`config.mk`:
```
export PLATFORM = sky130hd
export DESIGN_NAME = pec_ext_ctrl
export DESIGN_NICKNAME = d
export VERILOG_FILES = /design/src/pec_pkg.sv /design/src/pec_stream_if.sv /design/src/pec_buf2.sv /design/src/pec_ext_ctrl.sv
export SDC_FILE = /design/constraint.sdc
export NUM_CORES = 1
export LEC_CHECK = 0
export BUFFER_PORTS_ARGS = -buffer_cell sky130_fd_sc_hd__clkbuf_2
export CAP_MARGIN = 20
export CELL_PAD_IN_SITES_DETAIL_PLACEMENT = 0
export CELL_PAD_IN_SITES_GLOBAL_PLACEMENT = 1
export CORE_ASPECT_RATIO = 2
export CORE_MARGIN = 2
export CORE_UTILIZATION = 43
export CTS_CLUSTER_DIAMETER = 100
export DETAILED_ROUTE_END_ITERATION = 10
export PLACE_DENSITY = 0.9
export SETUP_SLACK_MARGIN = 0.1
export SLEW_MARGIN = 10
export SYNTH_ARGS = -nofsm -noshare
export SYNTH_HDL_FRONTEND = slang
export SYNTH_SLANG_ARGS = --single-unit
```
`constraint.sdc`:
```
create_clock -name sys_clk -period 4.8 [get_ports sys_clk]
set_clock_uncertainty 0.1 [all_clocks]
set_input_delay 0.24 -clock sys_clk [delete_from_list [all_inputs] [get_ports sys_clk]]
set_output_delay 0.24 -clock sys_clk [all_outputs]
set_load 0.02 [all_outputs]
```
`src/pec_pkg.sv`:
```
// Purpose: shared constants for the extended control register block
// Assumes: 16-bit management registers addressed by a 5-bit register number
// Notes: field positions and reset values of the extended control register
package pec_pkg;
    localparam logic [4:0] PEC_EXT_CTRL_OFS = 5'h10;
    localparam int PEC_OVR_BIT = 15;
    localparam int PEC_ADDR_HI = 10;
    localparam int PEC_ADDR_LO = 6;
    localparam int PEC_SCR_TEST_BIT = 5;
    localparam int PEC_NRZI_BIT = 3;
    localparam int PEC_INV_CODE_BIT = 2;
    localparam int PEC_SCR_DIS_BIT = 0;
    localparam logic PEC_OVR_RST = 1'h0;
    localparam logic PEC_SCR_TEST_RST = 1'h0;
    localparam logic PEC_NRZI_RST = 1'h1;
    localparam logic PEC_INV_CODE_RST = 1'h0;
    localparam logic PEC_SCR_DIS_RST = 1'h0;
    localparam logic [4:0] PEC_ADDR_RST = 5'h00;
    localparam logic [15:0] PEC_RDATA_RST = 16'h0000;
    localparam logic [10:0] PEC_LFSR_SEED = 11'h7FF;
    localparam logic [1:0] PEC_STRAP_WAIT = 2'h3;
    localparam logic [4:0] PEC_CODE_HALT = 5'h04;
    localparam int PEC_CODE_W = 5;
endpackage

```
`src/pec_stream_if.sv`:
```
// Purpose: valid/ready carrier for encoded five-bit code groups
// Assumes: one clock domain
// Notes: on the buffer input side, ready is driven from a flip-flop inside the buffer; on its output side ready comes from the sink
`timescale 1ns/10ps
`default_nettype none
interface pec_stream_if;
    logic valid;
    logic ready;
    logic [4:0] data;
    modport src (output valid, output data, input ready);
    modport dst (input valid, input data, output ready);
endinterface
`default_nettype wire

```
`src/pec_buf2.sv`:
```
// Purpose: two-entry buffer for code groups, head word comes from a register
// Assumes: synchronous active-low reset
// Notes: ready is registered, so it drops only when both entries are full and rises the cycle after a pop frees the tail
`timescale 1ns/10ps
`default_nettype none
module pec_buf2
    import pec_pkg::*;
(
    input wire logic sys_clk,
    input wire logic rst_n,
    pec_stream_if.dst in_s,
    pec_stream_if.src out_s
);
    logic [4:0] head_ff;
    logic [4:0] tail_ff;
    logic head_v_ff;
    logic tail_v_ff;
    logic free_ff;
    logic [4:0] nxt_head;
    logic [4:0] nxt_tail;
    logic nxt_head_v;
    logic nxt_tail_v;

    // -----------------------------------------
    // push / pop decode
    // -----------------------------------------
    wire push = in_s.valid & free_ff;
    wire pop = head_v_ff & out_s.ready;

    // head refills from the tail first so order is kept
    always_comb begin
        nxt_head = head_ff;
        nxt_tail = tail_ff;
        nxt_head_v = head_v_ff;
        nxt_tail_v = tail_v_ff;
        if (pop) begin
            if (tail_v_ff) begin
                nxt_head = tail_ff;
                nxt_tail_v = 1'b0;
            end else begin
                nxt_head = in_s.data;
                nxt_head_v = push;
            end
        end else if (push) begin
            if (!head_v_ff) begin
                nxt_head = in_s.data;
                nxt_head_v = 1'b1;
            end else begin
                nxt_tail = in_s.data;
                nxt_tail_v = 1'b1;
            end
        end
    end

    always_ff @(posedge sys_clk) begin
        if (!rst_n) begin
            head_v_ff <= 1'b0;
            tail_v_ff <= 1'b0;
            free_ff <= 1'b0;
            head_ff <= 5'h00;
            tail_ff <= 5'h00;
        end else begin
            head_v_ff <= nxt_head_v;
            tail_v_ff <= nxt_tail_v;
            free_ff <= ~nxt_tail_v;
            head_ff <= nxt_head;
            tail_ff <= nxt_tail;
        end
    end

    assign in_s.ready = free_ff;
    assign out_s.valid = head_v_ff;
    assign out_s.data = head_ff;
endmodule
`default_nettype wire

```
`src/pec_ext_ctrl.sv`:
```
// Purpose: extended control register and the transmit code path it steers
// Assumes: management frames already decoded into register strobes
// Notes: one clock; the LED pins are straps sampled after reset release
//
// Functional notes
// - arming the override bit lets the next management write change protected bits
// - override enable clears itself after the next management write
// - reserved bits 14..11, 4 and 1 read as zero
// - bits 10..6 read the five-bit management port address
// - port address sampled from LED pins after hardware reset release and latched
// - software reset leaves the latched port address alone
// - stream cipher test bit forces descrambler out of lock; resets to zero
// - 100M serial stream NRZ when bit is zero, NRZI when one; resets one
// - invalid code bit zero gives standard 4B/5B translation; resets zero
// - test mode with tx error maps nibbles 0..7 to zero-led groups
// - test mode with tx error maps nibbles 8..F to the fixed invalid code table
// - cipher disable bit bypasses scrambler and descrambler; resets zero
// - scrambling applies only in 100M operation
`timescale 1ns/10ps
`default_nettype none
module pec_ext_ctrl
    import pec_pkg::*;
(
    input wire logic sys_clk,
    input wire logic rst_n,
    input wire logic sw_rst,
    input wire logic mgmt_wr_stb,
    input wire logic mgmt_rd_stb,
    input wire logic [4:0] mgmt_reg_addr,
    input wire logic [15:0] mgmt_wdata,
    output logic [15:0] mgmt_rdata,
    output logic cmd_override_en,
    output logic [4:0] phy_addr,
    input wire logic [4:0] addr_led_pins,
    input wire logic speed_100,
    input wire logic tx_nib_valid,
    input wire logic [3:0] tx_nib,
    input wire logic tx_er,
    output logic tx_nib_ready,
    output logic tx_code_valid,
    output logic [4:0] tx_code,
    input wire logic tx_code_ready,
    output logic scr_bypass,
    output logic descr_bypass,
    output logic descr_force_unlock
);
    // -----------------------------------------
    // functions
    // -----------------------------------------
    function automatic logic [4:0] std_4b5b(input logic [3:0] n);
        logic [4:0] c;
        c = 5'h1E;
        case (n)
            4'h0: c = 5'h1E;
            4'h1: c = 5'h09;
            4'h2: c = 5'h14;
            4'h3: c = 5'h15;
            4'h4: c = 5'h0A;
            4'h5: c = 5'h0B;
            4'h6: c = 5'h0E;
            4'h7: c = 5'h0F;
            4'h8: c = 5'h12;
            4'h9: c = 5'h13;
            4'hA: c = 5'h16;
            4'hB: c = 5'h17;
            4'hC: c = 5'h1A;
            4'hD: c = 5'h1B;
            4'hE: c = 5'h1C;
            default: c = 5'h1D;
        endcase
        return c;
    endfunction

    function automatic logic [4:0] inv_4b5b(input logic [3:0] n);
        logic [4:0] c;
        c = {1'b0, n};
        case (n)
            4'h8: c = 5'h00;
            4'h9: c = 5'h0D;
            4'hA: c = 5'h0C;
            4'hB: c = 5'h11;
            4'hC: c = 5'h10;
            4'hD: c = 5'h19;
            4'hE: c = 5'h18;
            4'hF: c = 5'h1F;
            default: c = {1'b0, n};
        endcase
        return c;
    endfunction

    // -----------------------------------------
    // control register
    // -----------------------------------------
    logic ovr_ff;
    logic scr_test_ff;
    logic nrzi_ff;
    logic inv_code_ff;
    logic scr_dis_ff;
    logic [15:0] rdata_ff;
    logic [4:0] addr_ff;

    wire sel_ext = (mgmt_reg_addr == PEC_EXT_CTRL_OFS);
    wire wr_ext = mgmt_wr_stb & sel_ext;
    // arm on own write, clear on any other write; arming wins
    wire nxt_ovr = wr_ext ? mgmt_wdata[PEC_OVR_BIT] : (mgmt_wr_stb ? 1'b0 : ovr_ff);
    // reserved positions stay zero, address is read-only view
    wire [15:0] rd_word = {ovr_ff, 4'h0, addr_ff, scr_test_ff, 1'b0, nrzi_ff,
        inv_code_ff, 1'b0, scr_dis_ff};

    // hardware or software reset restores control defaults
    always_ff @(posedge sys_clk) begin
        if (!rst_n || sw_rst) begin
            ovr_ff <= PEC_OVR_RST;
            scr_test_ff <= PEC_SCR_TEST_RST;
            nrzi_ff <= PEC_NRZI_RST;
            inv_code_ff <= PEC_INV_CODE_RST;
            scr_dis_ff <= PEC_SCR_DIS_RST;
        end else begin
            ovr_ff <= nxt_ovr;
            if (wr_ext) begin
                scr_test_ff <= mgmt_wdata[PEC_SCR_TEST_BIT];
                nrzi_ff <= mgmt_wdata[PEC_NRZI_BIT];
                inv_code_ff <= mgmt_wdata[PEC_INV_CODE_BIT];
                scr_dis_ff <= mgmt_wdata[PEC_SCR_DIS_BIT];
            end
        end
    end

    // read data held until the next read strobe
    always_ff @(posedge sys_clk) begin
        if (!rst_n) begin
            rdata_ff <= PEC_RDATA_RST;
        end else if (mgmt_rd_stb) begin
            rdata_ff <= sel_ext ? rd_word : 16'h0000;
        end
    end

    // -----------------------------------------
    // port address strap
    // -----------------------------------------
    logic [4:0] pin_s1_ff;
    logic [4:0] pin_s2_ff;
    logic [4:0] pin_s3_ff;
    logic [4:0] pin_filt_ff;
    logic [1:0] strap_cnt_ff;
    logic strap_done_ff;

    // pins are asynchronous, so a change counts once stages two and three agree
    always_ff @(posedge sys_clk) begin
        pin_s1_ff <= addr_led_pins;
        pin_s2_ff <= pin_s1_ff;
        pin_s3_ff <= pin_s2_ff;
        if (pin_s2_ff == pin_s3_ff) begin
            pin_filt_ff <= pin_s3_ff;
        end
    end

    // capture once after hardware reset, wait for the chain to fill
    always_ff @(posedge sys_clk) begin
        if (!rst_n) begin
            strap_cnt_ff <= 2'h0;
            strap_done_ff <= 1'b0;
            addr_ff <= PEC_ADDR_RST;
        end else if (!strap_done_ff) begin
            strap_cnt_ff <= strap_cnt_ff + 2'h1;
            if (strap_cnt_ff == PEC_STRAP_WAIT) begin
                strap_done_ff <= 1'b1;
                addr_ff <= pin_filt_ff;
            end
        end
    end

    // -----------------------------------------
    // transmit code path
    // -----------------------------------------
    pec_stream_if code_in ();
    pec_stream_if code_out ();
    logic [10:0] lfsr_ff;
    logic line_ff;
    logic [4:0] scr_code;
    logic [4:0] enc_code;
    logic [10:0] nxt_lfsr;
    logic nxt_line;

    // pick translation by test bit and tx error
    wire use_inv = inv_code_ff & tx_er;
    wire [4:0] raw_code = use_inv ? inv_4b5b(tx_nib) : (tx_er ? PEC_CODE_HALT : std_4b5b(tx_nib));
    // cipher only at 100M and when not disabled
    wire scr_on = speed_100 & ~scr_dis_ff;
    wire push = tx_nib_valid & code_in.ready;

    // scramble and line-code the group first bit first (msb)
    always_comb begin
        nxt_lfsr = lfsr_ff;
        nxt_line = line_ff;
        scr_code = raw_code;
        enc_code = raw_code;
        for (int i = PEC_CODE_W - 1; i >= 0; i--) begin
            scr_code[i] = raw_code[i] ^ (scr_on & (nxt_lfsr[10] ^ nxt_lfsr[8]));
            nxt_lfsr = {nxt_lfsr[9:0], nxt_lfsr[10] ^ nxt_lfsr[8]};
            // invert on one when NRZI is chosen at 100M
            nxt_line = nxt_line ^ scr_code[i];
            enc_code[i] = (nrzi_ff & speed_100) ? nxt_line : scr_code[i];
        end
    end

    // lfsr and line level only step when a group is really taken
    always_ff @(posedge sys_clk) begin
        if (!rst_n) begin
            lfsr_ff <= PEC_LFSR_SEED;
            line_ff <= 1'b0;
        end else if (push) begin
            lfsr_ff <= nxt_lfsr;
            line_ff <= nxt_line;
        end
    end

    assign code_in.valid = tx_nib_valid;
    assign code_in.data = enc_code;
    assign code_out.ready = tx_code_ready;

    pec_buf2 u_buf (
        .sys_clk(sys_clk),
        .rst_n(rst_n),
        .in_s(code_in),
        .out_s(code_out)
    );

    // -----------------------------------------
    // registered control outputs
    // -----------------------------------------
    logic scr_byp_ff;
    logic descr_unlock_ff;
    always_ff @(posedge sys_clk) begin
        if (!rst_n) begin
            scr_byp_ff <= 1'b1;
            descr_unlock_ff <= 1'b0;
        end else begin
            scr_byp_ff <= ~scr_on;
            // hold descrambler out of lock while test bit is set
            descr_unlock_ff <= scr_test_ff;
        end
    end

    assign mgmt_rdata = rdata_ff;
    assign cmd_override_en = ovr_ff;
    assign phy_addr = addr_ff;
    assign tx_nib_ready = code_in.ready;
    assign tx_code_valid = code_out.valid;
    assign tx_code = code_out.data;
    assign scr_bypass = scr_byp_ff;
    assign descr_bypass = scr_byp_ff;
    assign descr_force_unlock = descr_unlock_ff;

    // -----------------------------------------
    // checks
    // -----------------------------------------
    ovr_clear_a: assert property (@(posedge sys_clk) disable iff (!rst_n)
        mgmt_wr_stb && !wr_ext && !sw_rst |=> !cmd_override_en)
        else $error("override enable survived a write");
    ovr_arm_a: assert property (@(posedge sys_clk) disable iff (!rst_n)
        wr_ext && mgmt_wdata[PEC_OVR_BIT] && !sw_rst |=> cmd_override_en)
        else $error("override enable not armed");
    rsvd_zero_a: assert property (@(posedge sys_clk) disable iff (!rst_n)
        mgmt_rd_stb |=> (mgmt_rdata[14:11] == 4'h0) && !mgmt_rdata[4] && !mgmt_rdata[1])
        else $error("reserved bit read nonzero");
    addr_view_a: assert property (@(posedge sys_clk) disable iff (!rst_n)
        mgmt_rd_stb && sel_ext |=> mgmt_rdata[10:6] == phy_addr)
        else $error("address field mismatch");
    addr_hold_a: assert property (@(posedge sys_clk) disable iff (!rst_n)
        strap_done_ff |=> $stable(phy_addr))
        else $error("latched address changed");
    nrzi_rst_a: assert property (@(posedge sys_clk)
        !rst_n |=> nrzi_ff && !scr_dis_ff && !inv_code_ff && !scr_test_ff)
        else $error("control bits not at defaults");
    unlock_a: assert property (@(posedge sys_clk) disable iff (!rst_n)
        1'b1 |=> descr_force_unlock == $past(scr_test_ff))
        else $error("descrambler not forced out of lock");
    cipher_10m_a: assert property (@(posedge sys_clk) disable iff (!rst_n)
        !speed_100 |=> scr_bypass)
        else $error("cipher active at 10M");
    inv_map_a: assert property (@(posedge sys_clk) disable iff (!rst_n)
        use_inv && !tx_nib[3] |-> raw_code == {1'b0, tx_nib})
        else $error("invalid code low half wrong");
    inv_hi_a: assert property (@(posedge sys_clk) disable iff (!rst_n)
        use_inv && tx_nib == 4'h9 |-> raw_code == 5'h0D)
        else $error("invalid code high half wrong");
    std_map_a: assert property (@(posedge sys_clk) disable iff (!rst_n)
        !inv_code_ff && !tx_er && tx_nib == 4'h0 |-> raw_code == 5'h1E)
        else $error("standard translation wrong");
    byp_a: assert property (@(posedge sys_clk) disable iff (!rst_n)
        scr_dis_ff |=> descr_bypass)
        else $error("cipher not bypassed");
endmodule
`default_nettype wire

```
==> results.yml <==
worst_hold_path:
  worst_hold_path.endpoint: "scr_test_ff"
  worstHoldStart: "mgmt_wdata[5]"
  min_path_cells: 3
  hold_path.class: "in -> reg"
clock_tree:
  path_clk_slew_ns: 0.06
  clock-sinks: 70
  cts_buffers: 9
  clockRootBuffer: "clkbuf_16"
  post_cts_buffers: 0
  h-tree-depth: 3
  cts-resized-gates: 0
  clk_path_buf_depth: 2
  cts_tree: "built"
  clock_latency_ns: 0.33
finish:
  mostFrequentLayoutCells: "dfxtp_1 (65), clkbuf_2 (53), nand2_1 (34)"
  diodes: 0
  final_common_cell: "dfxtp_1"
  area_growth_pct: 19.0
  design_area_sq_um: 3580
  final_util_pct: 52.4
  stdcell_count: 458
  nNetsFinal: 403
  drive_gt1_share_pct: 22.8
  nFillCells: 622
worst_setup_path:
  critPathMaxFanout: 6
  slowest_delay_ns: 0.45
  r2r_start: "inv_code_ff"
  critPathKind: "reg -> reg"
  arrival_ns: 2.73
  rr_endpoint: "u_buf.out_s.data[0]"
  crit_buf_inv: 1
  start_kind: "register"
  critPathSlowestCell: "xnor3_2"
  required_ns: 4.95
  crit_chain: "inv_1 -> o21ai_1 -> a21oi_2 -> xor3_1 -> xnor3_2 -> xnor2_4 -> a211o_2 -> a41oi_2"
  path_delay_family: "XOR/XNOR gates"
  reg2reg_depth: 8
  r2r_setup_slack_ns: 2.22
  cp-end-kind: "register"
yosys:
  synth_mux_area_share_pct: 2.66
  synth-xor-area-share_pct: 9.73
  ys_types: 55
  synth_edf_count: 5
  syn_inst: 316
  synth_fa_ha_area_share_pct: 0.416
  ys_ff_latch: 70
  yosysWarnings: 0
  synth_top_family_by_area: "simple AND/OR/NAND/NOR gates"
  synth_compound_area_share_pct: 12.1
  syn_area_per_cell_sq_um: 9.52
  ys_seq_area_share_pct: 48.2
  syn_area_sq_um: 3010
  async_flop_share_pct: 0
  synthFlopType: "dfxtp_1"
  yosys.area_share.simple_pct: 20.6
routing:
  wl_um: 5540
  drtIter0Drc: 93
  via_count: 2265
  avgRoutedWirePerCell_um: 12.1
  vias_per_cell: 4.95
  drc: 0
  dr.pass1.iters: 4
  ant_nets: 0
sta:
  post-route-period-util_pct: 53.7
  setup-tns-final_ns: 0
  setup_viol: 0
  hold_slack_ns: 0.0484
  fin_crit_ns: 2.58
  layout_setup_ws_ns: 2.22
  slew_headroom_pct: 51.0
  max_freq_mhz: 388
  maxSlewViolCount: 0
  worstMarginPinSlew_ns: 0.730
  rsz0062_at_grt: "no"
  hold_violations: 0
global_routing:
  grt_max_degree: 28
  antenna_found_initial: 0
  grtUsageTotal_pct: 15.8
  grt_pass1_vias: 2202
  grt_first_pass_wirelength_um: 9540
  overflow: 0
power_and_ir_drop:
  worst_ir_drop_vdd_v: 0.000282
  powerDensity_nw_per_um2: 420
  leakage_nw: 1.51
  finalPower_mw: 1.50
place:
  dpl-instance-area_sq_um: 3240
  numPortBuffers: 53
  gp_congestion: 0.774
  dp_hpwl_um: 4020
  dp_slack_ns: 2.11
  post-place-cells: 437
floorplanning:
  fp.dieW_um: 63.2
  io_pins: 71
  rows: 43
  core_area_sq_um: 6830
  die-area_sq_um: 7720
  initial_utilization_pct: 44.0
  die_h_um: 122
outcome:
  status: "finished clean"
run:
  drv_cap: 0
cells in the mapped netlist, types with 5 or more instances:
cell,instances,area (sq um)
a21oi_1,22,110
dfxtp_1,65,1300
nor2_1,31,116
xor2_1,6,52.6
clkbuf_1,12,45.0
o21ai_0,5,25.0
buf_4,11,82.6
nand2_1,34,128
nor2b_1,13,81.3
nand3_1,18,90.1
o211ai_1,8,60.1
edfxtp_1,5,150
xnor2_1,12,105
mux2i_1,8,80.1
and2_1,5,31.3
cell families (layout without fill, tap and decap cells):
group,count (synthesis),after routing
AND/OR/NAND/NOR,126,126
flip-flops,70,70
AO/OA/AOI/OAI,54,54
buffers and inverters,32,79
XOR/XNOR,24,24
multiplexers,8,8
adder cells (fa/ha/maj),1,1
other,1,6
worst min-delay path, stage by stage:
cell	delay (ns)
clkbuf_2	0.08
nand3_1	0.06
a21oi_1	0.05
worst max path at each step:
stage	cells past startpoint	from	to	slack, ns
floorplan	9	tx_nib[1]	u_buf.out_s.data[0]	2.36
global placement	9	tx_nib[1]	u_buf.out_s.data[0]	2.21
detailed placement	9	tx_nib[1]	u_buf.out_s.data[0]	2.11
CTS	8	inv_code_ff	u_buf.out_s.data[0]	2.19
global route	8	inv_code_ff	u_buf.out_s.data[0]	2.04
finish	8	inv_code_ff	u_buf.out_s.data[0]	2.22
flip-flops by register name, indices dropped and copies added (netlist names):
register            flops
mgmt_rdata             10
u_buf.in_s.ready        1
u_buf.tail_v_ff         1
descr_bypass            1
pin_s1_ff               5
pin_filt_ff             5
strap_done_ff           1
cmd_override_en         1
scr_dis_ff              1
descr_force_unlock      1
line_ff                 1
scr_test_ff             1
nrzi_ff                 1
u_buf.out_s.data        5
lfsr_ff                11
u_buf.tail_ff           5
u_buf.out_s.valid       1
pin_s3_ff               5
pin_s2_ff               5
phy_addr                5
inv_code_ff             1
strap_cnt_ff            2
report_power, final:
group	internal (mW)	switching [mW]	leakage [nW]
combinational	0.110	0.130	0.794
clock	0.381	0.244	0.140
sequential	0.619	0.0202	0.580
total	1.11	0.394	1.51
final cells by class:
cell class / count / area (sq um) / share of cell area (%)
Sequential cell: 70 / 1450 / 40.5
Multi-Input combinational cell: 219 / 1390 / 38.8
Timing Repair Buffer: 58 / 315 / 8.80
Clock buffer: 10 / 250 / 6.99
Tap cell: 90 / 113 / 3.14
Clock inverter: 6 / 42.5 / 1.19
Inverter: 5 / 18.8 / 0.524
layer usage:
metal / routed length, um / up-vias / GRT usage (%) / share of wire [%]
li1: - / 1151 / - / -
met5: 0 / - / 0 / 0
met2: 2700 / 71 / 26.9 / 49
met4: 107 / 0 / 7.64 / 1.9
met1: 2400 / 1034 / 17.9 / 43
met3: 328 / 9 / 4.40 / 5.9
what timing repair did:
| item | 4_1_cts | 5_1_grt |
|---|---|---|
| hold buffers | 5 | 0 |
| endpoints found under the setup margin | 0 | 0 |
| endpoints found under the hold margin | 5 | 0 |
Note: power is estimated with default switching activity, not from simulation.
